===== config.mk =====
export PLATFORM = sky130hd
export DESIGN_NAME = timer1_compare
export DESIGN_NICKNAME = d
export VERILOG_FILES = /design/src/timer1_cmp_pkg.sv /design/src/dead_time_gen.sv /design/src/timer1_compare.sv
export SDC_FILE = /design/constraint.sdc
export NUM_CORES = 1
export LEC_CHECK = 0
export ABC_AREA = 0
export BUFFER_PORTS_ARGS = -buffer_cell sky130_fd_sc_hd__buf_2
export CAP_MARGIN = 40
export CORE_MARGIN = 4
export CORE_UTILIZATION = 24
export CTS_CLUSTER_DIAMETER = 60
export DETAILED_ROUTE_END_ITERATION = 8
export PLACE_DENSITY = 0.43
export SYNTH_ARGS = -nofsm -noshare
export SYNTH_HDL_FRONTEND = slang
export SYNTH_SLANG_ARGS = --single-unit

===== constraint.sdc =====
create_clock -name mclk -period 2.34 [get_ports mclk]
set_input_delay 0.117 -clock mclk [delete_from_list [all_inputs] [get_ports mclk]]
set_output_delay 0.117 -clock mclk [all_outputs]
set_load 0.02 [all_outputs]

===== src/timer1_cmp_pkg.sv =====
// constants shared by the timer compare and flag section
package timer1_cmp_pkg;
  // i/o register addresses
  localparam logic [5:0] ADDR_DEAD_TIME = 6'h24;
  localparam logic [5:0] ADDR_CMP_B = 6'h2C;
  localparam logic [5:0] ADDR_FLAGS = 6'h38;
  localparam logic [5:0] ADDR_ENABLES = 6'h39;
  localparam logic [5:0] ADDR_CMP_A = 6'h30;
  localparam logic [5:0] ADDR_TOP = 6'h31;
  localparam logic [5:0] ADDR_CMP_D = 6'h32;
  localparam logic [5:0] ADDR_HIGH_BYTE = 6'h33;
  // bit positions shared by flag and enable registers
  localparam int BIT_D = 7;
  localparam int BIT_A = 6;
  localparam int BIT_B = 5;
  localparam int BIT_WRAP = 2;
  localparam logic [7:0] OWN_BITS_MASK = 8'hE4;
  // dead time fields
  localparam int DT_TRUE_MSB = 7;
  localparam int DT_TRUE_LSB = 4;
  localparam int DT_INV_MSB = 3;
  localparam int DT_INV_LSB = 0;
  // reset values
  localparam logic [7:0] RESET_BYTE = 8'h00;
  localparam logic [9:0] RESET_CMP = 10'h000;
  localparam logic [9:0] RESET_TOP = 10'h0FF;
  // smallest legal top value
  localparam logic [9:0] TOP_MIN = 10'h003;
  // interrupt vector numbers
  localparam logic [5:0] VEC_MATCH_A = 6'h03;
  localparam logic [5:0] VEC_WRAP = 6'h04;
  localparam logic [5:0] VEC_MATCH_B = 6'h09;
  localparam logic [5:0] VEC_MATCH_D = 6'h10;
  // waveform generation modes when pwm is on
  localparam logic [1:0] MODE_FAST = 2'h0;
  localparam logic [1:0] MODE_DUAL = 2'h1;
  localparam logic [1:0] MODE_PWM6_SINGLE = 2'h2;
  localparam logic [1:0] MODE_PWM6_DUAL = 2'h3;
  // number of dead time channels (a, b, d)
  localparam int CHANNELS = 3;
endpackage : timer1_cmp_pkg


===== src/dead_time_gen.sv =====
// dead time insertion for one true/inverted output pair
`timescale 1ns/100ps
`default_nettype none
module dead_time_gen
  import timer1_cmp_pkg::*;
(
  // clock and reset
  input wire logic mclk,
  input wire logic rst,
  // prescaled timer tick
  input wire logic tick,
  // waveform and delays
  input wire logic wave,
  input wire logic [3:0] delay_true,
  input wire logic [3:0] delay_inv,
  // delayed outputs
  output logic out_true,
  output logic out_inv
);
  typedef struct packed {
    logic level;
    logic [3:0] count;
    logic out_true;
    logic out_inv;
  } dt_state_type;

  dt_state_type state;
  dt_state_type next_state;

  // falling edges pass at once, rising edges wait out the delay
  always_comb begin
    next_state = state;
    if (wave != state.level) begin
      next_state.level = wave;
      next_state.out_true = 1'b0;
      next_state.out_inv = 1'b0;
      next_state.count = wave ? delay_true : delay_inv;
    end else if (state.count != 4'h0) begin
      if (tick) begin
        next_state.count = state.count - 4'h1;
      end
    end else begin
      next_state.out_true = state.level;
      next_state.out_inv = ~state.level;
    end
  end

  // state register
  always_ff @(posedge mclk or posedge rst) begin
    if (rst) begin
      state <= '0;
    end else begin
      state <= next_state;
    end
  end

  assign out_true = state.out_true;
  assign out_inv = state.out_inv;
endmodule : dead_time_gen
`default_nettype wire


===== src/timer1_compare.sv =====
// compare channels, flags, interrupt enables and dead time of timer one
`timescale 1ns/100ps
`default_nettype none
module timer1_compare
  import timer1_cmp_pkg::*;
(
  // clock and reset
  input wire logic mclk,
  input wire logic rst,
  // cpu i/o bus
  input wire logic [5:0] io_addr,
  input wire logic io_write,
  input wire logic io_read,
  input wire logic [7:0] io_wdata,
  output logic [7:0] io_rdata,
  // processor interrupt side
  input wire logic global_irq_enable,
  input wire logic vector_taken,
  input wire logic [5:0] vector_id,
  // counter side
  input wire logic [9:0] counter_value,
  input wire logic count_step,
  input wire logic count_down,
  input wire logic pwm_enable,
  input wire logic [1:0] mode_select,
  input wire logic prescale_tick,
  // waveforms before dead time, index 0 a, 1 b, 2 d
  input wire logic [2:0] waveform_in,
  // counter control
  output logic counter_clear,
  // interrupt requests
  output logic irq_match_a,
  output logic irq_match_b,
  output logic irq_match_d,
  output logic irq_wrap,
  // outputs after dead time
  output logic [2:0] waveform_output,
  output logic [2:0] waveform_output_n
);
  typedef struct packed {
    logic [9:0] compare_value_a;
    logic [9:0] compare_value_b;
    logic [9:0] top_value;
    logic [9:0] compare_value_d;
    logic [1:0] shared_high_byte;
    logic [7:0] dead_time_value;
    logic [7:0] timer_irq_enables;
    logic [7:0] timer_event_flags;
    logic [7:0] hit_delay;
    logic [7:0] clear_pending;
    logic [7:0] rdata;
    logic clear_counter;
  } cmp_state_type;

  cmp_state_type state;
  cmp_state_type next_state;
  logic [7:0] hit_now;
  logic [7:0] vector_clear;
  logic top_hit;
  logic dual_slope;
  logic [3:0] dead_time_true_out;
  logic [3:0] dead_time_inverted_out;

  // 10-bit value from the shared high byte and a bus byte
  function automatic logic [9:0] join_word(input logic [1:0] hi,
                                            input logic [7:0] lo);
    join_word = {hi, lo};
  endfunction : join_word

  // one-hot position of a flag in the flag layout
  function automatic logic [7:0] flag_bit(input int pos);
    flag_bit = 8'h01 << pos;
  endfunction : flag_bit

  assign dual_slope = pwm_enable &&
    (mode_select == MODE_DUAL || mode_select == MODE_PWM6_DUAL);

  assign top_hit = count_step && !count_down &&
    counter_value == state.top_value;

  // match detection for channels a, b and d on a counting step
  always_comb begin
    hit_now = 8'h00;
    if (count_step) begin
      if (counter_value == state.compare_value_a) begin
        hit_now = hit_now | flag_bit(BIT_A);
      end
      if (counter_value == state.compare_value_b) begin
        hit_now = hit_now | flag_bit(BIT_B);
      end
      if (counter_value == state.compare_value_d) begin
        hit_now = hit_now | flag_bit(BIT_D);
      end
    end
  end

  // vector acknowledge decode
  always_comb begin
    vector_clear = 8'h00;
    if (vector_taken) begin
      unique case (vector_id)
        VEC_MATCH_A: vector_clear = flag_bit(BIT_A);
        VEC_MATCH_B: vector_clear = flag_bit(BIT_B);
        VEC_MATCH_D: vector_clear = flag_bit(BIT_D);
        VEC_WRAP: vector_clear = flag_bit(BIT_WRAP);
        default: vector_clear = 8'h00;
      endcase
    end
  end

  // next state: bus writes, reads, flag set and clear
  always_comb begin
    logic [7:0] set_now;
    logic [9:0] word;
    set_now = 8'h00;
    word = join_word(state.shared_high_byte, io_wdata);
    next_state = state;

    next_state.hit_delay = hit_now;
    set_now = state.hit_delay;
    if (top_hit && !dual_slope) begin
      set_now = set_now | flag_bit(BIT_WRAP);
    end
    if (dual_slope && count_step && count_down &&
        counter_value == RESET_CMP) begin
      set_now = set_now | flag_bit(BIT_WRAP);
    end
    next_state.clear_counter = top_hit && !dual_slope;

    next_state.timer_event_flags =
      ((state.timer_event_flags & ~state.clear_pending & ~vector_clear)
       | set_now) & OWN_BITS_MASK;
    next_state.clear_pending = 8'h00;

    if (io_write) begin
      unique case (io_addr)
        ADDR_CMP_A: next_state.compare_value_a = word;
        ADDR_CMP_B: next_state.compare_value_b = word;
        ADDR_CMP_D: next_state.compare_value_d = word;
        ADDR_TOP: begin
          next_state.top_value = (word < TOP_MIN) ? TOP_MIN : word;
        end
        ADDR_HIGH_BYTE: next_state.shared_high_byte = io_wdata[1:0];
        ADDR_DEAD_TIME: next_state.dead_time_value = io_wdata;
        ADDR_ENABLES: next_state.timer_irq_enables =
          io_wdata & OWN_BITS_MASK;
        ADDR_FLAGS: next_state.clear_pending = io_wdata & OWN_BITS_MASK;
        default: next_state.clear_pending = 8'h00;
      endcase
    end

    // read data; reading a compare loads its high bits
    if (io_read) begin
      unique case (io_addr)
        ADDR_CMP_A: begin
          next_state.rdata = state.compare_value_a[7:0];
          next_state.shared_high_byte = state.compare_value_a[9:8];
        end
        ADDR_CMP_B: begin
          next_state.rdata = state.compare_value_b[7:0];
          next_state.shared_high_byte = state.compare_value_b[9:8];
        end
        ADDR_CMP_D: begin
          next_state.rdata = state.compare_value_d[7:0];
          next_state.shared_high_byte = state.compare_value_d[9:8];
        end
        ADDR_TOP: begin
          next_state.rdata = state.top_value[7:0];
          next_state.shared_high_byte = state.top_value[9:8];
        end
        ADDR_HIGH_BYTE: next_state.rdata = {6'h00, state.shared_high_byte};
        ADDR_DEAD_TIME: next_state.rdata = state.dead_time_value;
        ADDR_ENABLES: next_state.rdata = state.timer_irq_enables;
        ADDR_FLAGS: next_state.rdata = state.timer_event_flags;
        default: next_state.rdata = RESET_BYTE;
      endcase
    end
  end

  // state register
  always_ff @(posedge mclk or posedge rst) begin
    if (rst) begin
      state <= '0;
      state.top_value <= RESET_TOP;
      state.compare_value_a <= RESET_CMP;
      state.compare_value_b <= RESET_CMP;
      state.compare_value_d <= RESET_CMP;
    end else begin
      state <= next_state;
    end
  end

  assign io_rdata = state.rdata;
  assign counter_clear = state.clear_counter;

  assign irq_match_a = global_irq_enable &&
    state.timer_irq_enables[BIT_A] && state.timer_event_flags[BIT_A];
  assign irq_match_b = global_irq_enable &&
    state.timer_irq_enables[BIT_B] && state.timer_event_flags[BIT_B];
  assign irq_match_d = global_irq_enable &&
    state.timer_irq_enables[BIT_D] && state.timer_event_flags[BIT_D];
  assign irq_wrap = global_irq_enable &&
    state.timer_irq_enables[BIT_WRAP] && state.timer_event_flags[BIT_WRAP];

  assign dead_time_true_out =
    state.dead_time_value[DT_TRUE_MSB:DT_TRUE_LSB];
  assign dead_time_inverted_out =
    state.dead_time_value[DT_INV_MSB:DT_INV_LSB];

  // one dead time pair per channel, all sharing the same delays
  genvar ch;
  generate
    for (ch = 0; ch < CHANNELS; ch++) begin : g_dead
      dead_time_gen u_dead (
        .mclk(mclk),
        .rst(rst),
        .tick(prescale_tick),
        .wave(waveform_in[ch]),
        .delay_true(dead_time_true_out),
        .delay_inv(dead_time_inverted_out),
        .out_true(waveform_output[ch]),
        .out_inv(waveform_output_n[ch])
      );
    end
  endgenerate
endmodule : timer1_compare
`default_nettype wire


==> flow_metrics.py <==
metrics = {
    "status": {
        "status": "completed",
    },
    "finish": {
        "n_antenna_cell": 0,
        "final_nets": 562,
        "nFillCells": 2290,
        "syn_to_final_growth_pct": 14.8,
        "mostFrequentLayoutCell": "dfrtp_1",
        "drive_gt1_share_pct": 34.7,
        "layout_common_cells": "87 x dfrtp_1, 71 x mux2_2, 62 x buf_2",
    },
    "logic_synthesis": {
        "synth_top_family_by_area": "multiplexers",
        "synth-seq-cells": 95,
        "ys_types": 51,
        "synth_xor_area_share_pct": 7.54,
        "synthMuxAreaShare_pct": 20.9,
        "synthAdderAreaFrac_pct": 2.11,
        "async_flop_share_pct": 100,
        "yosys.area_share.simple_pct": 12.0,
        "syn_nets": 524,
        "syn_area_per_cell_um2": 11.4,
        "syn_inst": 470,
        "ys_seq_area_share_pct": 44.7,
        "synth_area_leaders": "dfrtp_1 41%, mux2_2 15%, xnor2_1 7.4%, mux2i_1 5.1%, dfstp_2 3.9%",
        "ys.flop_type": "dfrtp_1",
        "synth-compound-area-share_pct": 6.65,
        "syn_area_um2": 5340,
        "synth_top_cell_area_share_pct": 40.7,
        "yosys_warnings": 0,
        "synth.largest_area_cell": "dfrtp_1",
        "synth_edf_count": 0,
    },
    "clocking": {
        "postCtsSetupRepairBufs": 0,
        "cts_resized": 0,
        "clock-sinks": 95,
        "cts_made_buffers": 9,
        "htree_levels": 3,
        "clk-insertion-delay-late_ps": 360,
        "clkTransAtPathRegs_ps": 70,
        "cts_max_path_buffers": 2,
        "cts-root-buf": "clkbuf_16",
        "cts_tree": "built",
    },
    "die": {
        "die_w_um": 157,
        "floorplan.initialDensity_pct": 24.4,
        "dieArea_um2": 24700,
        "coreArea_um2": 21900,
        "die_h_um": 157,
        "io_pins": 64,
        "row_count": 54,
    },
    "power_and_ir_drop": {
        "p_switching_uw": 1630,
        "pwr-share-comb_pct": 26.6,
        "peakVddDrop_mv": 0.351,
        "p_per_area_nw_per_um2": 809,
        "leakagePower_uw": 0.00271,
        "p_int_uw": 3330,
        "pwr-share-seq_pct": 44.0,
        "clock_power_share_pct": 29.4,
        "swShare_pct": 32.9,
    },
    "timing": {
        "slew_violations": 0,
        "setup_tns_ps": 0,
        "period_minus_slack_ps": 1670,
        "rsz0062_at_grt": "false",
        "hold_ws_ps": 72.6,
        "fin_skew_ps": 7.58,
        "finalHoldViolations": 0,
        "relSlewSlack_pct": 55.4,
        "setup_viol": 0,
        "tightest_slew_ps": 668,
        "clock.fmax_mhz": 599,
        "min_period_over_period_pct": 71.4,
    },
    "critical_path": {
        "crit_slowest_cell": "dfstp_2",
        "cp_num_buf_inv": 0,
        "path_class": "register to register",
        "crit_family": "compound AO/OA/AOI/OAI gates",
        "worstPathRequired_ps": 2590,
        "r2r_slack_ps": 670,
        "crit_chain": "xor2_1 -> a2111oi_0 -> nand3_1 -> o31ai_1",
        "end_kind": "register",
        "crit_path_start_kind": "register",
        "max_stage_delay_ps": 590,
        "crit_arrival_ps": 1920,
        "crit_fanout": 3,
    },
    "detailed_routing": {
        "drt_iter0_markers": 213,
        "vias_per_cell": 4.72,
        "wire_per_inst_um": 18.5,
        "wl_mm": 14.6,
        "drcViolationCount": 0,
        "ant_nets": 0,
        "firstDrtPassIters": 5,
        "route.vias.total": 3745,
    },
    "grt": {
        "grt_usage_pct": 12.3,
        "grt-ovfl-total": 0,
        "grt_pass1_vias": 3952,
        "grt_antenna_before_repair": 0,
        "grt_pass1_wl_mm": 23.0,
        "grt_max_degree": 96,
    },
    "hold_path": {
        "min_path_type": "primary input to register",
    },
    "job": {
        "maxCapViolations": 0,
    },
    "place": {
        "io_buffers": 62,
        "globalplace.congestion": 0.816,
        "hpwl_mm": 10.8,
    },
}
==> worst paths after layout <==
| check | cells past startpoint | end | from |
|---|---|---|---|
| setup / recovery | 4 | state[27] | state[62] |
| hold / removal | 4 | counter_clear | count_down |
| setup reg to reg | 4 | state[27] | state[62] |
| hold reg to reg | 1 | state[32] | state[24] |
| max in group asynchronous | 4 | state[61] | rst |
| min in group asynchronous | 4 | g_dead[2].u_dead.out_inv | rst |
==> cell usage after synthesis, types with 2 or more instances <==
cell,instances
a211oi_1,5
nand3b_1,2
mux2i_1,27
a31o_2,3
buf_2,7
o2bb2ai_1,4
o211ai_1,4
a21oi_1,8
or4b_2,3
nor4_1,7
o22a_1,2
and3_1,10
nand2_2,2
o21ai_0,7
nor3b_1,5
nand3_2,2
nand4bb_1,3
nor3_1,19
nor2_1,10
mux4_2,2
buf_4,15
nand3_1,8
a222oi_1,2
dfstp_2,8
mux2_2,71
nand4_1,8
inv_1,27
dfrtp_1,87
a22oi_1,4
o22ai_1,8
nor4b_1,2
xnor2_1,45
ha_1,9
nand2_1,9
clkbuf_1,17
nand2b_1,3
==> timing repair <==
| action | in CTS | in global routing |
|---|---|---|
| hold endpoints to repair | 87 | 0 |
| endpoints found under the setup margin | 0 | 0 |
| hold buffers | 1 | 0 |
==> logic make-up after synthesis <==
kind of cell	after synthesis
AND/OR/NAND/NOR	101
multiplexers	100
flip-flops	95
buffers and inverters	68
AO/OA/AOI/OAI	51
XOR/XNOR	46
adder cells (fa/ha/maj)	9
==> cell type report <==
class                      instances  area (um2)  area share (%)
clock buffer                       9         225            3.67
clock inverter                     7        65.1            1.06
inverter                          27         105            1.71
multi-input combinational        307        2630            42.9
sequential                        95        2390            38.9
tap                              280         350            5.71
timing repair buffer              68         370            6.04
==> worst min-delay path, cell delays in order <==
cell	delay, ps
buf_2	80
a2111oi_0	60
nand3_1	80
nor3_1	50
==> flip-flops by register name, summed over array words and instances, names as in the netlist <==
register and cells:
state 57, g_dead.u_dead.state 15, io_rdata 8, dead_time_inverted_out 4
dead_time_true_out 4, g_dead.u_dead.out_inv 3, g_dead.u_dead.out_true 3, counter_clear 1
==> power groups by stage <==
stage / combinational (uW) / sequential, uW / clock, uW
global route: 1490 / 2220 / 1570
finish: 1320 / 2180 / 1460
floorplan: 1080 / 2120 / 0
detailed placement: 1330 / 2210 / 0
global placement: 1290 / 2200 / 0
CTS: 1340 / 2180 / 1520
==> metrics by stage <==
step	area [um2]	utilization [%]	setup WS, ps	power, uW	instances
after CTS	6130	28.0	663	5040	793
final	6130	28.0	670	4960	793
after floorplan	5350	-	847	3200	470
after global routing	6130	28.0	572	5280	793
after detailed placement	5830	26.6	446	3540	776
after global placement	5830	26.6	461	3480	776
==> per-layer routing <==
layer	global-route usage [%]	wire, um	share of wire [%]
met1	17.1	6950	47
met2	18.7	6570	45
met3	2.14	775	5.3
met4	5.28	342	2.3
met5	0	0	0
(Power assumes the default switching activity.)
